--- config.mk ---
export PLATFORM = sky130hd
export DESIGN_NAME = rtd_time_date_regs
export DESIGN_NICKNAME = d
export VERILOG_FILES = /design/src/rtd_pkg.sv /design/src/rtd_time_date_regs.sv
export SDC_FILE = /design/constraint.sdc
export NUM_CORES = 1
export LEC_CHECK = 0
export BUFFER_PORTS_ARGS = -buffer_cell sky130_fd_sc_hd__clkbuf_2
export CORE_MARGIN = 1
export CORE_UTILIZATION = 45
export DETAILED_ROUTE_END_ITERATION = 6
export GPL_TIMING_DRIVEN = 0
export PLACE_DENSITY_LB_ADDON = 0.12
export SKIP_CTS_REPAIR_TIMING = 1
export SYNTH_ARGS = -nofsm -noshare
export SYNTH_HDL_FRONTEND = slang
export SYNTH_SLANG_ARGS = --single-unit
--- constraint.sdc ---
create_clock -name clock_i -period 5.7 [get_ports clock_i]
set_input_delay 1.14 -clock clock_i [delete_from_list [all_inputs] [get_ports clock_i]]
set_output_delay 1.14 -clock clock_i [all_outputs]
set_load 0.1 [all_outputs]
--- src/rtd_pkg.sv ---
/*
 * Package for the timekeeping value registers: offsets, field positions,
 * reset values, timing figures and the carrier structs.
 * Assumes nothing beyond a SystemVerilog compiler.
 */
package rtd_pkg;

	// ************************************************************
	// Register offsets
	// ************************************************************
	localparam logic [7:0] SECONDS_VALUE_ADDR      = 8'h00;
	localparam logic [7:0] MINUTES_VALUE_ADDR      = 8'h01;
	localparam logic [7:0] HOURS_VALUE_ADDR        = 8'h02;
	localparam logic [7:0] WEEKDAY_AND_STATUS_ADDR = 8'h03;
	localparam logic [7:0] DAY_OF_MONTH_VALUE_ADDR = 8'h04;
	localparam logic [7:0] CLOCK_RANGE_FIRST       = 8'h00;
	localparam logic [7:0] CLOCK_RANGE_LAST        = 8'h1F;

	// ************************************************************
	// Field masks and positions
	// ************************************************************
	localparam logic [7:0] MINUTES_WRITE_MASK = 8'h7F;
	localparam logic [7:0] HOURS_WRITE_MASK   = 8'h7F;
	localparam logic [7:0] DAY_WRITE_MASK     = 8'h3F;
	localparam int         HOUR_FORMAT_BIT    = 6;
	localparam int         HALF_DAY_BIT       = 5;
	localparam int         HOUR_TENS_LOW_BIT  = 4;
	localparam int         OSC_RUNNING_BIT    = 5;
	localparam int         POWER_LOSS_BIT     = 4;
	localparam int         BACKUP_ENABLE_BIT  = 3;
	localparam int         OSC_START_BIT      = 7;
	localparam int         MINUTE_TENS_HIGH_BIT = 6;
	localparam int         DAY_TENS_HIGH_BIT    = 5;
	localparam int         TENS_LOW_BIT         = 4;
	localparam int         ONES_HIGH_BIT        = 3;
	localparam int         ONES_LOW_BIT         = 0;
	localparam int         WEEKDAY_HIGH_BIT     = 2;

	// ************************************************************
	// Reset values and digit limits
	// ************************************************************
	localparam logic [7:0] SECONDS_RESET      = 8'h00;
	localparam logic [7:0] MINUTES_RESET      = 8'h00;
	localparam logic [7:0] HOURS_RESET        = 8'h00;
	localparam logic [7:0] DAY_RESET          = 8'h01;
	localparam logic [2:0] WEEKDAY_FIRST      = 3'h1;
	localparam logic [2:0] WEEKDAY_LAST       = 3'h7;

	// ************************************************************
	// Timing
	// ************************************************************
	localparam int          CLOCK_PERIOD_PS   = 5000;
	localparam int          OSC_START_EDGES   = 32;
	localparam logic [5:0]  OSC_START_COUNT   = 6'(OSC_START_EDGES);
	localparam int          OSC_FAIL_TIME_US  = 1000;
	localparam int          OSC_FAIL_CYCLES   = (OSC_FAIL_TIME_US * 1000000) / CLOCK_PERIOD_PS;
	localparam int          FAIL_COUNT_WIDTH  = 24;

	// ************************************************************
	// Carriers
	// ************************************************************
	typedef struct packed {
		logic [7:0] seconds;
		logic [7:0] minutes;
		logic [7:0] hours;
		logic [7:0] weekday;
		logic [7:0] day;
	} rtd_regs_t;

	typedef struct packed {
		logic       twelve_hour;
		logic       half_day_indicator;
		logic [1:0] hour_tens_digit;
		logic [3:0] hour_ones_digit;
		logic [2:0] minute_tens_digit;
		logic [3:0] minute_ones_digit;
		logic [1:0] day_tens_digit;
		logic [3:0] day_ones_digit;
		logic [2:0] weekday_value;
	} rtd_time_t;

endpackage

--- src/rtd_time_date_regs.sv ---
/*
 * Timekeeping value registers (seconds, minutes, hours, weekday with
 * status, day of month) with the read buffer, oscillator status and
 * power-loss flag.
 * Assumes a serial bus engine in front that hands over byte accesses
 * with their address, marks the start and end of each read operation,
 * and a counter chain that pulses at midnight.
 */
// Notes on behaviour
// - Minutes bits 6..4 hold the BCD tens digit, zero to five.
// - Minutes bits 3..0 hold the BCD ones digit, zero to nine.
// - Unused top bits of minutes, hours, weekday and day always read zero.
// - Hours bit 6 picks twelve-hour when one, twenty-four-hour when zero.
// - In twelve-hour mode hours bit 5 is one for PM, zero for AM.
// - In twelve-hour mode the hour tens digit is bit 4 only, zero or one.
// - In twenty-four-hour mode hour tens is bits 5..4, zero to two.
// - Hour ones digit sits in bits 3..0 in either format.
// - Day bits 5..4 hold the BCD tens digit, zero to three.
// - Day bits 3..0 hold the BCD ones digit, zero to nine.
// - Oscillator-running flag sets after 32 rising oscillator edges, clears after the failure timeout.
// - Weekday counts one to seven, advances at midnight, wraps seven to one.
// - Reads see a buffer refreshed at read start and on range wrap.
`timescale 1ns/1ps
`default_nettype none

module rtd_time_date_regs #(
	parameter int OSC_FAIL_CYCLES = rtd_pkg::OSC_FAIL_CYCLES
) (
	// Clock and reset
	input  wire logic            clock_i,
	input  wire logic            reset_i,
	// Byte register port from the serial engine
	input  wire logic [7:0]      reg_addr_i,
	input  wire logic            reg_write_i,
	input  wire logic [7:0]      reg_wdata_i,
	input  wire logic            read_start_i,
	input  wire logic            read_i,
	input  wire logic            read_stop_i,
	output logic      [7:0]      read_data_o,
	// Events from the rest of the clock
	input  wire logic            osc_pin_i,
	input  wire logic            midnight_tick_i,
	input  wire logic            power_fail_event_i,
	// Status and control outputs
	output logic                 osc_enable_o,
	output logic                 osc_running_o,
	output logic                 backup_supply_enable_o,
	output logic                 timestamp_log_o,
	output rtd_pkg::rtd_time_t   time_o
);

	// ************************************************************
	// Register state
	// ************************************************************
	rtd_pkg::rtd_regs_t                          live;
	rtd_pkg::rtd_regs_t                          snapshot;
	logic [2:0]                                  weekday_value;
	logic                                        backup_supply_enable;
	logic                                        power_loss_flag;
	logic                                        osc_running_flag;
	logic [2:0]                                  osc_sync;
	logic [5:0]                                  osc_edges;
	logic [rtd_pkg::FAIL_COUNT_WIDTH-1:0]        osc_idle;
	logic                                        read_active;
	logic                                        last_read_top;
	logic                                        refresh_now;
	logic                                        osc_edge;
	logic [7:0]                                  next_read_data;
	rtd_pkg::rtd_regs_t                          read_source;

	localparam logic [rtd_pkg::FAIL_COUNT_WIDTH-1:0] FAIL_LIMIT =
		rtd_pkg::FAIL_COUNT_WIDTH'(OSC_FAIL_CYCLES);

	wire wr_sec  = reg_write_i && (reg_addr_i == rtd_pkg::SECONDS_VALUE_ADDR);
	wire wr_min  = reg_write_i && (reg_addr_i == rtd_pkg::MINUTES_VALUE_ADDR);
	wire wr_hour = reg_write_i && (reg_addr_i == rtd_pkg::HOURS_VALUE_ADDR);
	wire wr_wday = reg_write_i && (reg_addr_i == rtd_pkg::WEEKDAY_AND_STATUS_ADDR);
	wire wr_day  = reg_write_i && (reg_addr_i == rtd_pkg::DAY_OF_MONTH_VALUE_ADDR);

	// ************************************************************
	// Value registers
	// ************************************************************
	always_ff @(posedge clock_i) begin
		if (reset_i) begin
			live.seconds <= rtd_pkg::SECONDS_RESET;
			live.minutes <= rtd_pkg::MINUTES_RESET;
			live.hours   <= rtd_pkg::HOURS_RESET;
			live.day     <= rtd_pkg::DAY_RESET;
			// The weekday byte is composed from its own registers, so this slot only holds zero.
			live.weekday <= '0;
		end else begin
			if (wr_sec) begin
				live.seconds <= reg_wdata_i;
			end
			if (wr_min) begin
				live.minutes <= reg_wdata_i & rtd_pkg::MINUTES_WRITE_MASK;
			end
			if (wr_hour) begin
				live.hours <= reg_wdata_i & rtd_pkg::HOURS_WRITE_MASK;
			end
			if (wr_day) begin
				live.day <= reg_wdata_i & rtd_pkg::DAY_WRITE_MASK;
			end
		end
	end

	// ************************************************************
	// Weekday field and backup enable
	// ************************************************************
	// A write in the midnight cycle wins, so software always sees its own value.
	always_ff @(posedge clock_i) begin
		if (reset_i) begin
			weekday_value <= rtd_pkg::WEEKDAY_FIRST;
		end else if (wr_wday) begin
			weekday_value <= reg_wdata_i[rtd_pkg::WEEKDAY_HIGH_BIT:rtd_pkg::ONES_LOW_BIT];
		end else if (midnight_tick_i) begin
			if (weekday_value == rtd_pkg::WEEKDAY_LAST) begin
				weekday_value <= rtd_pkg::WEEKDAY_FIRST;
			end else begin
				weekday_value <= weekday_value + 3'h1;
			end
		end
	end

	always_ff @(posedge clock_i) begin
		if (reset_i) begin
			backup_supply_enable <= 1'b0;
		end else if (wr_wday) begin
			backup_supply_enable <= reg_wdata_i[rtd_pkg::BACKUP_ENABLE_BIT];
		end
	end

	// ************************************************************
	// Power-loss flag
	// ************************************************************
	// The set wins over a clearing write so a failure is never missed.
	always_ff @(posedge clock_i) begin
		if (reset_i) begin
			power_loss_flag <= 1'b0;
			timestamp_log_o <= 1'b0;
		end else begin
			timestamp_log_o <= power_fail_event_i && !power_loss_flag;
			if (power_fail_event_i) begin
				power_loss_flag <= 1'b1;
			end else if (wr_wday) begin
				power_loss_flag <= 1'b0;
			end
		end
	end

	// ************************************************************
	// Oscillator status
	// ************************************************************
	// Three stages: only the second and third are compared for an edge.
	always_ff @(posedge clock_i) begin
		if (reset_i) begin
			osc_sync <= 3'h0;
		end else begin
			osc_sync <= {osc_sync[1:0], osc_pin_i};
		end
	end

	assign osc_edge = osc_sync[1] && !osc_sync[2];

	always_ff @(posedge clock_i) begin
		if (reset_i) begin
			osc_edges        <= 6'h00;
			osc_idle         <= '0;
			osc_running_flag <= 1'b0;
		end else if (osc_edge) begin
			osc_idle <= '0;
			if (osc_edges != rtd_pkg::OSC_START_COUNT) begin
				osc_edges <= osc_edges + 6'h01;
			end
			if (osc_edges == rtd_pkg::OSC_START_COUNT - 6'h01) begin
				osc_running_flag <= 1'b1;
			end
		end else if (osc_idle >= FAIL_LIMIT) begin
			osc_running_flag <= 1'b0;
			osc_edges        <= 6'h00;
		end else begin
			osc_idle <= osc_idle + rtd_pkg::FAIL_COUNT_WIDTH'(1);
		end
	end

	// ************************************************************
	// Read buffer
	// ************************************************************
	always_ff @(posedge clock_i) begin
		if (reset_i) begin
			read_active   <= 1'b0;
			last_read_top <= 1'b0;
		end else begin
			if (read_start_i) begin
				read_active <= 1'b1;
			end else if (read_stop_i) begin
				read_active <= 1'b0;
			end
			if (read_start_i || read_stop_i) begin
				last_read_top <= 1'b0;
			end else if (read_i) begin
				last_read_top <= (reg_addr_i == rtd_pkg::CLOCK_RANGE_LAST);
			end
		end
	end

	assign refresh_now = read_start_i
		|| (read_i && read_active && last_read_top
		&& (reg_addr_i == rtd_pkg::CLOCK_RANGE_FIRST));

	always_comb begin
		read_source = live;
		read_source.weekday = {2'b00, osc_running_flag, power_loss_flag, backup_supply_enable,
			weekday_value};
	end

	always_ff @(posedge clock_i) begin
		if (reset_i) begin
			snapshot <= '0;
		end else if (refresh_now) begin
			snapshot <= read_source;
		end
	end

	// A read in the refresh cycle is served from the live values it captures.
	always_comb begin
		rtd_pkg::rtd_regs_t src;
		src = refresh_now ? read_source : snapshot;
		next_read_data = 8'h00;
		if (reg_addr_i == rtd_pkg::SECONDS_VALUE_ADDR) begin
			next_read_data = src.seconds;
		end else if (reg_addr_i == rtd_pkg::MINUTES_VALUE_ADDR) begin
			next_read_data = src.minutes;
		end else if (reg_addr_i == rtd_pkg::HOURS_VALUE_ADDR) begin
			next_read_data = src.hours;
		end else if (reg_addr_i == rtd_pkg::WEEKDAY_AND_STATUS_ADDR) begin
			next_read_data = src.weekday;
		end else if (reg_addr_i == rtd_pkg::DAY_OF_MONTH_VALUE_ADDR) begin
			next_read_data = src.day;
		end
	end

	always_ff @(posedge clock_i) begin
		if (reset_i) begin
			read_data_o <= 8'h00;
		end else if (read_i) begin
			read_data_o <= next_read_data;
		end
	end

	// ************************************************************
	// Decoded outputs
	// ************************************************************
	// The decode follows the live values, not the read buffer, so it lags a write by one cycle.
	always_ff @(posedge clock_i) begin
		if (reset_i) begin
			time_o <= '0;
		end else begin
			time_o.twelve_hour <= live.hours[rtd_pkg::HOUR_FORMAT_BIT];
			if (live.hours[rtd_pkg::HOUR_FORMAT_BIT]) begin
				time_o.half_day_indicator <= live.hours[rtd_pkg::HALF_DAY_BIT];
				time_o.hour_tens_digit    <= {1'b0, live.hours[rtd_pkg::HOUR_TENS_LOW_BIT]};
			end else begin
				time_o.half_day_indicator <= 1'b0;
				time_o.hour_tens_digit    <= live.hours[rtd_pkg::HALF_DAY_BIT:rtd_pkg::HOUR_TENS_LOW_BIT];
			end
			time_o.hour_ones_digit   <= live.hours[rtd_pkg::ONES_HIGH_BIT:rtd_pkg::ONES_LOW_BIT];
			time_o.minute_tens_digit <= live.minutes[rtd_pkg::MINUTE_TENS_HIGH_BIT:rtd_pkg::TENS_LOW_BIT];
			time_o.minute_ones_digit <= live.minutes[rtd_pkg::ONES_HIGH_BIT:rtd_pkg::ONES_LOW_BIT];
			time_o.day_tens_digit    <= live.day[rtd_pkg::DAY_TENS_HIGH_BIT:rtd_pkg::TENS_LOW_BIT];
			time_o.day_ones_digit    <= live.day[rtd_pkg::ONES_HIGH_BIT:rtd_pkg::ONES_LOW_BIT];
			time_o.weekday_value     <= weekday_value;
		end
	end

	always_ff @(posedge clock_i) begin
		if (reset_i) begin
			osc_enable_o <= 1'b0;
		end else begin
			osc_enable_o <= live.seconds[rtd_pkg::OSC_START_BIT];
		end
	end

	// A user sees the running flag one cycle after it changes, which keeps the output glitch free.
	always_ff @(posedge clock_i) begin
		if (reset_i) begin
			osc_running_o <= 1'b0;
		end else begin
			osc_running_o <= osc_running_flag;
		end
	end

	always_ff @(posedge clock_i) begin
		if (reset_i) begin
			backup_supply_enable_o <= 1'b0;
		end else begin
			backup_supply_enable_o <= backup_supply_enable;
		end
	end

endmodule

`default_nettype wire
[Word-level counts from Yosys, hierarchy flattened]
Index checks and enable logic that the tools add are counted.
Word-level totals
  bits in registers: 145
  word-level logic and storage cells: 92
Operators by class
  add/subtract/negate cells: 3
  magnitude comparators: 1
  eq/ne operators: 10
  muxes and demuxes: 19
  bitwise operators: 1
  reductions and logical operators: 25
Operators with widths (count)
  2-to-1 mux 40 bit: 1
  2-to-1 mux 8 bit: 5
  adder 24 x 1 -> 24 bit (second input constant): 1
  greater-or-equal comparator 24 x 18 -> 1 bit (second input constant): 1
  2-to-1 mux 6 bit: 3
  equality test 8 x 2 -> 1 bit (second input constant): 2
  logical AND 1 bit: 10
  2-to-1 mux 3 bit: 3
  equality test 8 x 1 -> 1 bit (second input constant): 1
  equality test 8 x 3 -> 1 bit (second input constant): 1
  equality test 8 x 5 -> 1 bit (second input constant): 1
  zero test 8 bit: 1
  nonzero test 2 bit: 4
  OR reduction 2 bit: 4
  2-to-1 mux 1 bit: 7
  adder 6 x 1 -> 6 bit (second input constant): 1
  equality test 6 x 5 -> 1 bit (second input constant): 1
  inequality test 6 bit (second input constant): 1
  inequality test 2 x 1 -> 1 bit (second input constant): 2
  AND reduction 2 bit: 2
  adder 3 x 1 -> 3 bit (second input constant): 1
  equality test 3 bit (second input constant): 1
  zero test 1 bit: 2
  logical OR 1 bit: 2
  inverter 1 bit: 1

[Longest topological paths before layout]
  depth in word-level cells: 10
  depth in mapped cells: 8
  mapped depth without buffers: 7

[Least setup slack after synthesis]
OpenSTA, ideal clock, no wires.
  path type: input to register
  start point: input read_i
  end point: register read_data_o[0]
  arrival time: 2620 ps
  required time: 5580 ps
  slack: 2960 ps
  stages on the path: 7
  buffers on the path: 2
  path through: clkbuf_1 -> and3_1 -> a41oi_4 -> buf_2 -> mux2i_1 -> nor2_1 -> o31a_1
Between the ends
  word-level cells in the longest chain between the ends: 10
Ends and longest elaborated chain
  start, declared: RTL line rtd_time_date_regs.sv:37  | input wire logic read_i,
  logical AND 1 bit (2 in series): RTL line rtd_time_date_regs.sv:208  | || (read_i && read_active && last_read_top
  logical AND 1 bit: RTL line rtd_time_date_regs.sv:209  | && (reg_addr_i == rtd_pkg::CLOCK_RANGE_FIRST));
  logical OR 1 bit: RTL line rtd_time_date_regs.sv:208
  2-to-1 mux 40 bit
  2-to-1 mux 8 bit: RTL line rtd_time_date_regs.sv:238  | end else if (reg_addr_i == rtd_pkg::DAY_OF_MONTH_VALUE_ADDR) begin
  2-to-1 mux 8 bit: RTL line rtd_time_date_regs.sv:236  | end else if (reg_addr_i == rtd_pkg::WEEKDAY_AND_STATUS_ADDR) begin
  2-to-1 mux 8 bit: RTL line rtd_time_date_regs.sv:234  | end else if (reg_addr_i == rtd_pkg::HOURS_VALUE_ADDR) begin
  2-to-1 mux 8 bit: RTL line rtd_time_date_regs.sv:232  | end else if (reg_addr_i == rtd_pkg::MINUTES_VALUE_ADDR) begin
  2-to-1 mux 8 bit: RTL line rtd_time_date_regs.sv:230  | if (reg_addr_i == rtd_pkg::SECONDS_VALUE_ADDR) begin
  end signal, assigned: RTL line rtd_time_date_regs.sv:247  | read_data_o <= next_read_data;
  end, declared: RTL line rtd_time_date_regs.sv:39  | output logic [7:0] read_data_o,
Several ways; a longest one is shown, not always the timed one.
A chain may end at the register's enable or synchronous reset.

[Worst setup path in the final report]
  start point: input reg_addr_i[2]
  end point: register read_data_o[2]
Between the ends
  word-level cells in the longest chain between the ends: 9
  elaborated cells between the ends (all ways): 13
  those cells by class: eq/ne (4); mux (6); reduce/logical (3)
Ends and longest elaborated chain
  start, declared: RTL line rtd_time_date_regs.sv:33  | input wire logic [7:0] reg_addr_i,
  zero test 8 bit: RTL line rtd_time_date_regs.sv:209, rtd_time_date_regs.sv:230
  logical AND 1 bit: RTL line rtd_time_date_regs.sv:209
  logical OR 1 bit: RTL line rtd_time_date_regs.sv:208
  2-to-1 mux 40 bit
  2-to-1 mux 8 bit: RTL line rtd_time_date_regs.sv:238
  2-to-1 mux 8 bit: RTL line rtd_time_date_regs.sv:236
  2-to-1 mux 8 bit: RTL line rtd_time_date_regs.sv:234
  2-to-1 mux 8 bit: RTL line rtd_time_date_regs.sv:232
  2-to-1 mux 8 bit *: RTL line rtd_time_date_regs.sv:230
Mark *: on every way between the ends. The rest lies on a longest branch, timed or not.

==> metrics <==
CTS HTree Levels 4; worst skew pair latency 0.42 ns; crit path from reg_addr_i[2]; RSZ-0062 raised after global routing false; vias post-DR 5003; diode count 0; final WL about 15000 um; vias in the first global route 4617; Worst Hold Slack 0.435 ns; min-delay src osc_sync[0]; setup_tns 0 ns; Power Density 323 nW/um^2; die area between 10000 and 15000 sq um; Post-Syn Area 5840 sq um; Core Area 12600 sq um; worst vdd ir 0.000199 V; endpoints failing setup 0; I/O Buffers 56; clock power share a little under half; die span in y 116 um; Synth cell types 52; Worst Clk Skew 0.00835 ns; initial antenna violation count 0; root buffer cell clkbuf_16; Data required, critical path 6.06 ns; Final Cycle Share between 40% and 50%; number of CTS-inserted buffers 17; Die W 116 um; worst min-delay path category flip-flop to flip-flop; synthesis-stage register bit count 145; combinational power share between 6 and 7%; multi-input logic area approximately 2700 sq um; largest net degree at the start of global routing 17; CP Capture Type flip-flop; most common cell after layout, fill and taps aside dfxtp_1; Max Freq between 0.3 and 0.4 GHz; Setup CP Type input pin to flip-flop; area growth from synthesis to layout 18.0%; most frequent cells in the layout dfxtp_1 (145), nand2_1 (86), a21oi_1 (65); # nets final 764; Final Util a little over half; critical path launch point type input pin; Slew HR 48.8%; final hold viol count 0; internal power 1.71 mW; Worst R2R Setup Slack 3.59 ns; FFs w/ async S/R, synth 0%; Tmin final 2.83 ns; GPL Wtd Cong about 0.89; row count 41; reg-to-reg startpoint read_active; Least-Margin Pin Slew 0.768 ns; Congestion Overflow GR 0; P_leak between 2 and 3 nW; ys flop type dfxtp_1; CP arrival 3.19 ns; CTS clock-pin slew for the worst setup and hold paths roughly 0.060 ns; Initial Util around 46%; DR pass1 iterations 5; DRC violations left 0; MaxCap Viol Count 0; Syn Area/Cell 8.87 sq um; net load switching power 0.515 mW; antenna-violating nets left 0; number of synthesized flops with an enable pin 0; syn_nets ~690; Total Routing Usage GR 24.5%; HPWL after DPL about 11000 um; DR WL/cell around 17 um; first-pass GRT wire length 24400 um; YS warnings 0; 1st-iter DRT viols 436; clk sink count approximately 150; Pwr Total around 2.2 mW; fraction of layout instances using a drive strength above 1 13.7%; drt via density 5.46; CTS tree done; # fillers 1202; worst-path fanout max 10; Final Slew Violations 0; FF+latch area just under 3000 sq um; outcome finished, final reports clean; Gate Count Post-Synth ~660; num ports just over 60; Switching Share ~23%; Clock Tree Buf Depth 2; power share of the sequential group 46.4%; Seq/Total Area, Yosys 49.7%
==> area by class of cell <==
class,instances,area share (%)
buffer,40,2.52
clock inverter,5,0.763
sequential,145,42.1
clock buffer,25,7.33
timing repair buffer,56,4.07
inverter,8,0.436
multi-input combinational,465,39.6
tap,172,3.12
==> Yosys cell counts (all sizes together) (14+ instances only) <==
library cell / instances / area share [%]
a21oi: 65 / 5.6
and2: 14 / 1.5
clkbuf: 27 / 1.7
dfxtp: 145 / 50
mux2i: 36 / 6.2
nand2: 86 / 5.5
nand3: 39 / 3.3
nor2: 60 / 3.9
nor2b: 29 / 3.1
o21ai: 15 / 1.3
==> cells by family after synthesis <==
family                   synth area share [%]
AO/OA/AOI/OAI                            13.8
adder cells (fa/ha/maj)                  1.29
buffers and inverters                    3.49
flip-flops                               49.7
multiplexers                             6.56
AND/OR/NAND/NOR                          25.2
==> metrics by stage <==
| step | std cells | area [sq um] | worst slack [ns] |
|---|---|---|---|
| finish | 916 | 6890 | 2.87 |
| global route | 916 | 6890 | 2.77 |
| global placement | 886 | 6330 | 2.48 |
| detailed placement | 886 | 6330 | 2.47 |
| floorplan | 658 | 5840 | 2.96 |
| CTS | 916 | 6890 | 2.91 |
==> power by group through the flow <==
stage | clock network (mW) | registers, mW | logic [mW]
floorplan | 0 | 1.08 | 0.0671
global placement | 0 | 1.06 | 0.138
detailed placement | 0 | 1.06 | 0.141
CTS | 1.07 | 1.03 | 0.141
global route | 1.11 | 1.04 | 0.152
finish | 1.05 | 1.03 | 0.142
==> final timing paths <==
path | endpoint | depth (start not counted)
worst min register to register | osc_sync[1] | 1
worst min-delay path | osc_sync[1] | 1
worst max-delay path | read_data_o[2] | 7
worst max register to register | read_data_o[4] | 6
==> critical path: stages <==
cell and delay [ns]:
clkbuf_2 0.11, or4_1 0.59, nor4_1 0.36, buf_2 0.32, a22oi_1 0.12, mux2i_1 0.35
o31a_1 0.19
==> flip-flops by register name, indices dropped and copies added (netlist names), 3 cells and up <==
signal / cells
osc_idle: 24
live: 28
snapshot: 40
osc_edges: 6
weekday_value: 3
osc_sync: 3
read_data_o: 8
time_o: 24
==> layer usage <==
metal  GRT usage (%)  up-vias  routed length [um]
li1                -     2471                   -
met1            33.0     2336                7220
met2            37.2      165                6910
met3            5.44       31                 844
met4            11.6        0                 387
met5               0        -                   0
(Power assumes the default switching activity.)
